`src/ocpll_pkg.sv`:
```
/*
 * ocpll_pkg: register map, field layout, reset values and carrier types
 * for the oscillator and dual synthesiser control block.
 * assumes an APB master with 32-bit data; offsets are register indexes.
 */
package ocpll_pkg;

  // printed offsets are indexes; byte address is four times the index
  localparam logic [7:0] IDX_A_FRAC_LOW  = 8'h00;
  localparam logic [7:0] IDX_A_FRAC_MID  = 8'h01;
  localparam logic [7:0] IDX_A_FRAC_HIGH = 8'h02;
  localparam logic [7:0] IDX_A_DIVIDERS  = 8'h03;
  localparam logic [7:0] IDX_B_FRAC_LOW  = 8'h04;
  localparam logic [7:0] IDX_B_FRAC_MID  = 8'h05;
  localparam logic [7:0] IDX_B_FRAC_HIGH = 8'h06;
  localparam logic [7:0] IDX_B_DIVIDERS  = 8'h07;
  localparam logic [7:0] IDX_POWER_DOWN  = 8'h33;
  localparam logic [7:0] IDX_STATUS      = 8'h40;

  // field positions
  localparam int FRAC_HIGH_LSB  = 0;
  localparam int INT_MULT_LSB   = 4;
  localparam int INPUT_DIV_BIT  = 0;
  localparam int OUT_EXTRA_BIT  = 1;
  localparam int OUT_MODE_LSB   = 3;
  localparam int OSC_PD_BIT     = 0;
  localparam int SYNTH_A_PD_BIT = 1;
  localparam int SYNTH_B_PD_BIT = 2;

  // reset values
  localparam logic [8:0] RST_A_FRAC_LOW  = 9'h121;
  localparam logic [8:0] RST_A_FRAC_MID  = 9'h17D;
  localparam logic [8:0] RST_B_FRAC_LOW  = 9'h121;
  localparam logic [8:0] RST_B_FRAC_MID  = 9'h17E;
  localparam logic [3:0] RST_FRAC_HIGH   = 4'hD;
  localparam logic [3:0] RST_INT_MULT    = 4'h7;
  localparam logic       RST_INPUT_DIV   = 1'b0;
  localparam logic [1:0] RST_OUT_MODE    = 2'h2;
  localparam logic       RST_OUT_EXTRA   = 1'b0;
  localparam logic       RST_OSC_PD      = 1'b0;
  localparam logic       RST_SYNTH_PD    = 1'b1;

  // one synthesiser's settings as seen by the analogue loop
  typedef struct packed {
    logic [21:0] fracMult;
    logic [3:0]  intMult;
    logic        inputDiv;
    logic [1:0]  outDivMode;
    logic        outDivExtra;
  } ocpll_synth_s;

  // APB answer carrier
  typedef struct packed {
    logic [31:0] prdata;
    logic        pready;
    logic        pslverr;
  } ocpll_apb_rsp_s;

  typedef enum logic [2:0] {
    ST_USER    = 3'b001,
    ST_TRACK   = 3'b010,
    ST_LOCKED  = 3'b100
  } ocpll_mode_e;

endpackage : ocpll_pkg

```
`src/ocpll_ctrl.sv`:
```
/*
 * ocpll_ctrl: control registers and mode logic for the oscillator output
 * stage and two fractional-N synthesisers.
 * assumes receiver signals arrive on sys_clk; APB slave with zero waits.
 */
// Contract
// - oscillator clock feeds both synthesisers and pins
// - oscillator stage power-down bit zero
// - synthesiser power-down bits one and two
// - receiver enabled selects receive mode
// - receiver drives synthesiser A in receive mode
// - A core clock held at 256fs
// - A output usable at 256fs or 128fs
// - A output stopped while tracking until receiver locks; kept running on stream loss
// - stream loss freezes A multipliers
// - user mode takes all settings from registers
// - 22-bit fraction split over three registers
// - integer multiplier bits 7:4, reset 0111
// - A post-scale 0 gives 256fs, 1 128fs
`timescale 1ns/1ns
module ocpll_ctrl (
  input  wire logic                  sys_clk,
  input  wire logic                  rst,
  input  wire logic                  psel,
  input  wire logic                  penable,
  input  wire logic                  pwrite,
  input  wire logic [11:0]           paddr,
  input  wire logic [31:0]           pwdata,
  output ocpll_pkg::ocpll_apb_rsp_s  apbRsp,
  input  wire logic                  rxEnable,
  input  wire logic                  rxLocked,
  input  wire logic                  rxStreamPresent,
  input  wire logic [21:0]           rxFracMult,
  input  wire logic [3:0]            rxIntMult,
  output logic                       oscOutPowerDown,
  output logic                       synthAPowerDown,
  output logic                       synthBPowerDown,
  output ocpll_pkg::ocpll_synth_s    synthA,
  output ocpll_pkg::ocpll_synth_s    synthB,
  output logic                       synthAOutEnable,
  output logic                       synthBOutAvailable,
  output logic                       receiveMode,
  output logic                       oscRefEnable
);

  // receiver's fixed output divider choice giving a 256fs core clock
  localparam logic [1:0] RX_CORE_MODE = 2'h2;

  typedef struct packed {
    logic [21:0]               aFrac;
    logic [3:0]                aInt;
    logic                      aInDiv;
    logic [1:0]                aMode;
    logic                      aExtra;
    logic [21:0]               bFrac;
    logic [3:0]                bInt;
    logic                      bInDiv;
    logic [1:0]                bMode;
    logic                      bExtra;
    logic                      osc_out_power_down;
    logic                      aPd;
    logic                      bPd;
    logic [21:0]               frozenFrac;
    logic [3:0]                frozenInt;
    ocpll_pkg::ocpll_mode_e    mode;
    logic [31:0]               rdata;
  } ocpll_state_s;

  ocpll_state_s state_ff;
  ocpll_state_s nxt_state;

  // word index decode from byte address, used for both read and write
  function automatic logic is_reg(input logic [11:0] addr,
                                  input logic [7:0]  idx);
    is_reg = (addr[1:0] == 2'h0) && (addr[11:2] == {2'h0, idx});
  endfunction : is_reg

  logic        setupRd;
  logic        accessWr;
  logic [8:0]  wd;
  logic [31:0] rdMux;

  assign setupRd  = psel && !penable && !pwrite;
  assign accessWr = psel && penable && pwrite;
  assign wd       = pwdata[8:0]; // only nine bits are ever stored

  // read mux; unmapped words read zero, reserved bits zero
  always_comb
  begin
    rdMux = 32'h0000_0000;
    if (is_reg(paddr, ocpll_pkg::IDX_A_FRAC_LOW))
      rdMux[8:0] = state_ff.aFrac[8:0];
    else if (is_reg(paddr, ocpll_pkg::IDX_A_FRAC_MID))
      rdMux[8:0] = state_ff.aFrac[17:9];
    else if (is_reg(paddr, ocpll_pkg::IDX_A_FRAC_HIGH))
      rdMux[7:0] = {state_ff.aInt, state_ff.aFrac[21:18]};
    else if (is_reg(paddr, ocpll_pkg::IDX_A_DIVIDERS))
      rdMux[4:0] = {state_ff.aMode, 1'b0, state_ff.aExtra,
                    state_ff.aInDiv};
    else if (is_reg(paddr, ocpll_pkg::IDX_B_FRAC_LOW))
      rdMux[8:0] = state_ff.bFrac[8:0];
    else if (is_reg(paddr, ocpll_pkg::IDX_B_FRAC_MID))
      rdMux[8:0] = state_ff.bFrac[17:9];
    else if (is_reg(paddr, ocpll_pkg::IDX_B_FRAC_HIGH))
      rdMux[7:0] = {state_ff.bInt, state_ff.bFrac[21:18]};
    else if (is_reg(paddr, ocpll_pkg::IDX_B_DIVIDERS))
      rdMux[4:0] = {state_ff.bMode, 1'b0, state_ff.bExtra,
                    state_ff.bInDiv};
    else if (is_reg(paddr, ocpll_pkg::IDX_POWER_DOWN))
      rdMux[2:0] = {state_ff.bPd, state_ff.aPd, state_ff.osc_out_power_down};
    else if (is_reg(paddr, ocpll_pkg::IDX_STATUS))
      rdMux[4:0] = {synthAOutEnable, synthBOutAvailable,
                    state_ff.mode == ocpll_pkg::ST_LOCKED,
                    state_ff.mode == ocpll_pkg::ST_TRACK, receiveMode};
  end

  // register writes, mode sequencing and freeze capture
  always_comb
  begin
    nxt_state = state_ff;
    if (setupRd)
      nxt_state.rdata = rdMux;
    if (accessWr)
    begin
      if (is_reg(paddr, ocpll_pkg::IDX_A_FRAC_LOW))
        nxt_state.aFrac[8:0] = wd;
      if (is_reg(paddr, ocpll_pkg::IDX_A_FRAC_MID))
        nxt_state.aFrac[17:9] = wd;
      if (is_reg(paddr, ocpll_pkg::IDX_A_FRAC_HIGH))
      begin
        nxt_state.aFrac[21:18] = wd[ocpll_pkg::FRAC_HIGH_LSB +: 4];
        nxt_state.aInt = wd[ocpll_pkg::INT_MULT_LSB +: 4];
      end
      if (is_reg(paddr, ocpll_pkg::IDX_A_DIVIDERS))
      begin
        nxt_state.aInDiv = wd[ocpll_pkg::INPUT_DIV_BIT];
        nxt_state.aExtra = wd[ocpll_pkg::OUT_EXTRA_BIT];
        nxt_state.aMode  = wd[ocpll_pkg::OUT_MODE_LSB +: 2];
      end
      if (is_reg(paddr, ocpll_pkg::IDX_B_FRAC_LOW))
        nxt_state.bFrac[8:0] = wd;
      if (is_reg(paddr, ocpll_pkg::IDX_B_FRAC_MID))
        nxt_state.bFrac[17:9] = wd;
      if (is_reg(paddr, ocpll_pkg::IDX_B_FRAC_HIGH))
      begin
        nxt_state.bFrac[21:18] = wd[ocpll_pkg::FRAC_HIGH_LSB +: 4];
        nxt_state.bInt = wd[ocpll_pkg::INT_MULT_LSB +: 4];
      end
      if (is_reg(paddr, ocpll_pkg::IDX_B_DIVIDERS))
      begin
        nxt_state.bInDiv = wd[ocpll_pkg::INPUT_DIV_BIT];
        nxt_state.bExtra = wd[ocpll_pkg::OUT_EXTRA_BIT];
        nxt_state.bMode  = wd[ocpll_pkg::OUT_MODE_LSB +: 2];
      end
      if (is_reg(paddr, ocpll_pkg::IDX_POWER_DOWN))
      begin
        nxt_state.osc_out_power_down = wd[ocpll_pkg::OSC_PD_BIT];
        nxt_state.aPd   = wd[ocpll_pkg::SYNTH_A_PD_BIT];
        nxt_state.bPd   = wd[ocpll_pkg::SYNTH_B_PD_BIT];
      end
    end
    // receiver values tracked while stream present, held when it stops
    if (rxEnable && rxStreamPresent)
    begin
      nxt_state.frozenFrac = rxFracMult;
      nxt_state.frozenInt  = rxIntMult;
    end
    // mode: track until lock; lock loss with stream means a retrack
    case (state_ff.mode)
      ocpll_pkg::ST_USER:
        if (rxEnable)
          nxt_state.mode = ocpll_pkg::ST_TRACK;
      ocpll_pkg::ST_TRACK:
        if (!rxEnable)
          nxt_state.mode = ocpll_pkg::ST_USER;
        else if (rxLocked)
          nxt_state.mode = ocpll_pkg::ST_LOCKED;
      ocpll_pkg::ST_LOCKED:
        if (!rxEnable)
          nxt_state.mode = ocpll_pkg::ST_USER;
        else if (!rxLocked && rxStreamPresent)
          nxt_state.mode = ocpll_pkg::ST_TRACK;
      default:
        nxt_state.mode = ocpll_pkg::ST_USER;
    endcase
  end

  // single register stage; reset values restore documented defaults
  always_ff @(posedge sys_clk)
  begin
    if (rst)
    begin
      state_ff.aFrac  <= {ocpll_pkg::RST_FRAC_HIGH,
                          ocpll_pkg::RST_A_FRAC_MID,
                          ocpll_pkg::RST_A_FRAC_LOW};
      state_ff.aInt   <= ocpll_pkg::RST_INT_MULT;
      state_ff.aInDiv <= ocpll_pkg::RST_INPUT_DIV;
      state_ff.aMode  <= ocpll_pkg::RST_OUT_MODE;
      state_ff.aExtra <= ocpll_pkg::RST_OUT_EXTRA;
      state_ff.bFrac  <= {ocpll_pkg::RST_FRAC_HIGH,
                          ocpll_pkg::RST_B_FRAC_MID,
                          ocpll_pkg::RST_B_FRAC_LOW};
      state_ff.bInt   <= ocpll_pkg::RST_INT_MULT;
      state_ff.bInDiv <= ocpll_pkg::RST_INPUT_DIV;
      state_ff.bMode  <= ocpll_pkg::RST_OUT_MODE;
      state_ff.bExtra <= ocpll_pkg::RST_OUT_EXTRA;
      state_ff.osc_out_power_down  <= ocpll_pkg::RST_OSC_PD;
      state_ff.aPd    <= ocpll_pkg::RST_SYNTH_PD;
      state_ff.bPd    <= ocpll_pkg::RST_SYNTH_PD;
      state_ff.frozenFrac <= 22'h00_0000;
      state_ff.frozenInt  <= ocpll_pkg::RST_INT_MULT;
      state_ff.mode   <= ocpll_pkg::ST_USER;
      state_ff.rdata  <= 32'h0000_0000;
    end
    else
      state_ff <= nxt_state;
  end

  // apb answer: zero wait states, no error for unmapped words
  assign apbRsp.prdata  = state_ff.rdata;
  assign apbRsp.pready  = 1'b1;
  assign apbRsp.pslverr = 1'b0;

  assign receiveMode     = state_ff.mode != ocpll_pkg::ST_USER;
  assign oscOutPowerDown = state_ff.osc_out_power_down;
  assign synthAPowerDown = state_ff.aPd;
  assign synthBPowerDown = state_ff.bPd;
  // oscillator reference offered while either synthesiser is powered up or in receive mode
  assign oscRefEnable    = !state_ff.aPd || !state_ff.bPd
                           || receiveMode;

  // synthesiser A: receiver owns multipliers and divider mode in receive
  always_comb
  begin
    if (receiveMode)
    begin
      synthA.fracMult    = state_ff.frozenFrac;
      synthA.intMult     = state_ff.frozenInt;
      synthA.outDivMode  = RX_CORE_MODE;
      synthA.outDivExtra = state_ff.aExtra;
      synthA.inputDiv    = state_ff.aInDiv;
    end
    else
    begin
      synthA.fracMult    = state_ff.aFrac;
      synthA.intMult     = state_ff.aInt;
      synthA.outDivMode  = state_ff.aMode;
      synthA.outDivExtra = state_ff.aExtra;
      synthA.inputDiv    = state_ff.aInDiv;
    end
  end

  // synthesiser B always follows software; it is the reference in receive
  assign synthB.fracMult    = state_ff.bFrac;
  assign synthB.intMult     = state_ff.bInt;
  assign synthB.inputDiv    = state_ff.bInDiv;
  assign synthB.outDivMode  = state_ff.bMode;
  assign synthB.outDivExtra = state_ff.bExtra;

  // A output gated while tracking, first lock or retrack; B output unusable in receive
  assign synthAOutEnable    = !state_ff.aPd
                              && state_ff.mode != ocpll_pkg::ST_TRACK;
  assign synthBOutAvailable = !state_ff.bPd && !receiveMode;

endmodule : ocpll_ctrl

```
`config.mk`:
```
export PLATFORM = sky130hd
export DESIGN_NAME = ocpll_ctrl
export DESIGN_NICKNAME = d
export VERILOG_FILES = /design/src/ocpll_pkg.sv /design/src/ocpll_ctrl.sv
export SDC_FILE = /design/constraint.sdc
export NUM_CORES = 1
export LEC_CHECK = 0
export BUFFER_PORTS_ARGS = -buffer_cell sky130_fd_sc_hd__buf_4
export CAP_MARGIN = 20
export CORE_MARGIN = 3
export CORE_UTILIZATION = 52
export CTS_CLUSTER_DIAMETER = 40
export DETAILED_ROUTE_END_ITERATION = 8
export GPL_ROUTABILITY_DRIVEN = 0
export MAX_ROUTING_LAYER = met4
export PLACE_DENSITY = 0.8
export SLEW_MARGIN = 40
export SYNTH_ARGS = -nofsm -noshare
export SYNTH_HDL_FRONTEND = slang
export SYNTH_SLANG_ARGS = --single-unit
```
`constraint.sdc`:
```
create_clock -name sys_clk -period 4.1 [get_ports sys_clk]
set_input_delay 0.41 -clock sys_clk [delete_from_list [all_inputs] [get_ports sys_clk]]
set_output_delay 0.41 -clock sys_clk [all_outputs]
set_load 0.01 [all_outputs]
```
After elaboration in Yosys (flattened, before gate mapping)
Index checks and enable logic that the tools add are counted.
{"block": "word_totals", "out_inout_bits": 101, "inputBits": 78, "reg_bits": 101, "elab_cells": 98}
{"block": "classes", "n_eq_ne": 17, "n_reduce_logical": 38, "n_mux": 22}
{"operator": "$eq 10x3->1 const B", "count": 4}
{"operator": "$mux 30", "count": 1}
{"operator": "$mux 9", "count": 3}
{"operator": "$mux 3", "count": 7}
{"operator": "$eq 10x2->1 const B", "count": 2}
{"operator": "$mux 5", "count": 4}
{"operator": "$logic_and 1x1->1", "count": 18}
{"operator": "$reduce_and 2->1", "count": 9}
{"operator": "$mux 8", "count": 2}
{"operator": "$eq 10x1->1 const B", "count": 1}
{"operator": "$eq 10x6->1 const B", "count": 1}
{"operator": "$eq 10x7->1 const B", "count": 1}
{"operator": "$logic_not 10->1", "count": 1}
{"operator": "$pmux 3 s3", "count": 1}
{"operator": "$logic_not 1->1", "count": 6}
{"operator": "$ne 3x2->1 const B", "count": 2}
{"operator": "$mux 4", "count": 1}
{"operator": "$eq 3x1->1 const B", "count": 1}
{"operator": "$eq 3x2->1 const B", "count": 1}
{"operator": "$eq 3x3->1 const B", "count": 1}
{"operator": "$ne 3x1->1 const B", "count": 1}
{"operator": "$ne 3x3->1 const B", "count": 1}
{"operator": "$reduce_and 3->1", "count": 1}
{"operator": "$logic_not 2->1", "count": 1}
{"operator": "other kinds (4)", "count": 6}

Depth between registers and ports, before layout
{"block": "logic_depth", "depth_word": 13, "depth_mapped": 7, "ltp_nobuf": 5}

Least setup slack after synthesis
Ideal clock, no wire load.
{"block": "synth_timing", "path_type": "input-to-reg", "start": "input port paddr[7]", "end": "register state_ff[96] (netlist name)", "setup_slack_ps": 2137, "n_path_buf": 1, "path_stages": 5, "arrival_time_ps": 1844, "setup_ps": 120, "t_required_ps": 3980, "cell_sequence": "or4_1 -> buf_2 -> nor4_4 -> nor2b_1 -> a211o_1"}
{"block": "synth_between", "elab_chain_cells": 3}
{"element": "start, declared", "line": "ocpll_ctrl.sv:27", "rtl": "input wire logic [11:0] paddr,"}
{"element": "$eq 10x2->1", "line": "ocpll_ctrl.sv:75", "rtl": "is_reg = (addr[1:0] == 2'h0) && (addr[11:2] == {2'h0, idx});"}
{"element": "$logic_and 1x1->1", "line": "ocpll_ctrl.sv:75"}
{"element": "$reduce_and 2->1 (no source line)"}
{"element": "end signal, assigned", "line": "ocpll_ctrl.sv:216", "rtl": "state_ff <= nxt_state;"}
{"element": "end, declared", "line": "ocpll_ctrl.sv:69", "rtl": "ocpll_state_s state_ff;"}
No other way between the ends.
A chain may end at the register's enable or synchronous reset.

Worst setup path in the final report
{"block": "layout_timing", "start": "register state_ff[32] (netlist name)", "end": "output port synthBOutAvailable"}
{"block": "layout_between", "elab_chain_cells": 3}
{"element": "$ne 3x1->1", "line": "ocpll_ctrl.sv:224", "rtl": "assign receiveMode = state_ff.mode != ocpll_pkg::ST_USER;"}
{"element": "$logic_not 1->1", "line": "ocpll_ctrl.sv:263", "rtl": "assign synthBOutAvailable = !state_ff.bPd && !receiveMode;"}
{"element": "$logic_and 1x1->1", "line": "ocpll_ctrl.sv:263"}
{"element": "end, declared", "line": "ocpll_ctrl.sv:41", "rtl": "output logic synthBOutAvailable,"}
No other way between the ends.

==> impl_metrics.tcl <==
set metrics [dict create \
    status "finished clean" \
    grt_pass1_vias 4879 \
    hold_end "state_ff[37]$_SDFFE_PP1P_" \
    ff2ff_path_depth 6 \
    cts_tree "built" \
    numClockSinks 101 \
    fin_hold_ws_ps 250 \
    synthCells 718 \
    ys_warn_count 0 \
    core_region_area_sq_um 10000 \
    async_flop_share_pct 0 \
    hold_violations 0 \
    max_slew_margin_pct 54.6 \
    ctsHoldBuffers 0 \
    grt_use_total_pct 26.9 \
    power_density_nw_per_um2 304 \
    cts.reportedPaths.clkPinSlew_ps 100 \
    min_path_cells 3 \
    drc 0 \
    drt_first_pass_iters 5 \
    syn_area_per_cell_sq_um 7.60 \
    cp-end-kind "output pin" \
    cts_resized 0 \
    grt_antenna_before_repair 0 \
    area_delta_synth_final_pct 14.6 \
    critPathArrivalTime_ps 1760 \
    cp.required_ps 3690 \
    fin_skew_ps 5.62 \
    maxSlewViolCount 0 \
    fmax_mhz 461 \
    hold_class "primary input to register" \
    seq_area_frac_synth_pct 37.1 \
    n_antenna_cell 0 \
    die_h_um 108 \
    synth_top_flop_cell "dfxtp_1" \
    critPathKind "register to output pin" \
    finalWirelength_um 15400 \
    fin_crit_ps 2170 \
    clock_path_buffers 2 \
    maxCapViolations 0 \
    wl_per_cell_um 16.8 \
    dp_hpwl_um 11200 \
    fp-row-count 36 \
    grt_max_degree 59 \
    postRouteAntennaNets 0 \
    max_slew.worst_pin.slew_ps 677 \
    grt_pass1_wl_um 24100 \
    startpoint_type "register" \
    layout.nets 856 \
    synth_edf_count 0 \
    initial_core_util_pct 54.5 \
    via_per_inst 5.68 \
    hold_path.startpoint "rxIntMult[2]" \
    drive_gt1_share_pct 21.9 \
    fin_setup_tns_ps 0 \
    cp_max_fo 31 \
    numCtsBuffers 9 \
    ys_ff_latch 101 \
    cellLeakagePower_uw 0.00269 \
    syn_area_sq_um 5450 \
    irDropWorstVdd_mv 0.197 \
    htreeDepth 3 \
    clockRootBuffer "clkbuf_8" \
    synth.distinct_cells 56 \
    rr_startpoint "state_ff[32]$_SDFFE_PP1P_" \
    vias 5199 \
    drt_iter0_drc 540 \
    dieArea_sq_um 11800 \
    grt.overflow.total 0 \
    post_cts_buffers 0 \
    rsz0062_at_grt "no" \
    period_share_pct 52.9 \
    setup_viol 0 \
    die_w_um 108 \
    clock_latency_ps 370 \
    r2r_slack_ps 2150 \
    io_pins 179 \
    port_buffers 130 \
    rr_endpoint "apbRsp[5]$_SDFFE_PP0P_" \
]
==> layout make-up <==
type	count	area, sq um
Fill cell	908	3750
Clock buffer	9	124
Sequential cell	101	2020
Inverter	7	26.3
Timing Repair Buffer	133	1010
Clock inverter	6	62.6
Tap cell	133	166
Multi-Input combinational cell	526	2840
==> report_power, final <==
group / total (uW) / internal, uW / leakage, uW / switching [uW]
clock network: 624 / 279 / 0.0000992 / 345
registers: 1010 / 996 / 0.000819 / 9.74
logic: 271 / 108 / 0.00177 / 163
total: 1900 / 1380 / 0.00269 / 518
==> synthesized netlist by cell type, types with 2 or more instances <==
master | n | area share [%]
nor3b_1 | 2 | 0.28
a21o_1 | 2 | 0.28
a22oi_1 | 6 | 0.83
o21ai_0 | 15 | 1.4
nor4_4 | 2 | 0.78
dfxtp_1 | 101 | 37
clkbuf_1 | 29 | 2.0
nand3_1 | 11 | 1.0
o21bai_1 | 4 | 0.55
nor3_2 | 4 | 0.73
inv_1 | 7 | 0.48
buf_1 | 4 | 0.28
a211o_1 | 15 | 2.4
a22o_1 | 3 | 0.48
o32ai_1 | 2 | 0.32
buf_2 | 7 | 0.64
mux2i_1 | 18 | 3.3
o2bb2ai_1 | 2 | 0.32
a211oi_1 | 2 | 0.28
nand4_1 | 2 | 0.23
o21ai_1 | 3 | 0.28
and2_1 | 3 | 0.34
a221oi_1 | 4 | 0.64
nor2b_1 | 17 | 1.9
nand3b_1 | 27 | 3.7
nand2b_1 | 10 | 1.1
a21oi_1 | 55 | 5.0
nand2_1 | 229 | 16
or4bb_1 | 2 | 0.41
nor2_1 | 24 | 1.7
buf_4 | 67 | 9.2
or4_1 | 4 | 0.55
nor3_1 | 7 | 0.64
conb_1 | 2 | 0.14
nor3_4 | 4 | 1.2
nor4_2 | 2 | 0.46
==> metal layers <==
layer / global-route usage, % / vias up / wire, um / part of all wire, %
met2: 42.9 / 280 / 7450 / 48
met3: 3.94 / 37 / 1190 / 7.7
met1: 34.9 / 2442 / 6400 / 42
met5: - / - / 0 / 0
li1: - / 2440 / - / -
met4: 9.47 / 0 / 346 / 2.2
==> worst max-delay path, cell delays in order (launching register included) <==
cell and delay (ps):
dfxtp_1 420, nor3b_2 250, buf_4 350, nand2b_1 170
inv_1 90, buf_4 110
==> metrics by stage <==
step                power (uW)  area [sq um]  setup slack [ps]  util (%)  std cells
floorplan                 1190          5540              2140         -        741
finish                    1900          6250              1930      62.5        915
global placement          1290          6040              1730      60.4        899
global route              1970          6250              1780      62.5        915
CTS                       1910          6250              1720      62.5        915
detailed placement        1300          6060              1690      60.6        900
==> sequential cells by signal, indices dropped and copies added (netlist names) <==
register	cells
apbRsp	9
synthBPowerDown	1
oscOutPowerDown	1
state_ff	59
synthB	30
synthAPowerDown	1
==> cells by family (layout without fill, tap and decap cells) <==
kind of cell,Yosys count,in the layout,share of synthesized area (%)
AO/OA/AOI/OAI,122,122,14.3
AND/OR/NAND/NOR,360,360,32.3
buffers and inverters,114,155,12.6
other,2,25,0.138
multiplexers,19,19,3.51
flip-flops,101,101,37.1
==> how the worst max path moves through the flow <==
stage                               from                          to  slack (ps)  depth (start not counted)
6_report       state_ff[32]$_SDFFE_PP1P_          synthBOutAvailable        1930                          5
5_1_grt        state_ff[32]$_SDFFE_PP1P_                  synthA[20]        1780                          5
3_5_place_dp                    paddr[5]  state_ff[120]$_SDFFE_PP1P_        1690                          6
4_1_cts        state_ff[32]$_SDFFE_PP1P_                   synthA[7]        1720                          5
2_1_floorplan                   paddr[7]   state_ff[96]$_SDFFE_PP1P_        2140                          5
3_3_place_gp                    paddr[7]     apbRsp[10]$_SDFFE_PP0P_        1730                          6
==> cell usage in the layout (no fill, tap or decap), types with 6 or more instances in the layout <==
cell and instances:
nand2_1 228, buf_4 132, dfxtp_1 101, a21oi_1 55, nand3b_1 27, conb_1 25
nor2_1 24, mux2i_1 18, nor2b_1 17, o21ai_0 15, a211o_1 15, nand3_1 11
nand2b_1 10, clkbuf_8 9, nor3_1 7, inv_1 6, a22oi_1 6
Power figures use the tool's default switching activity.
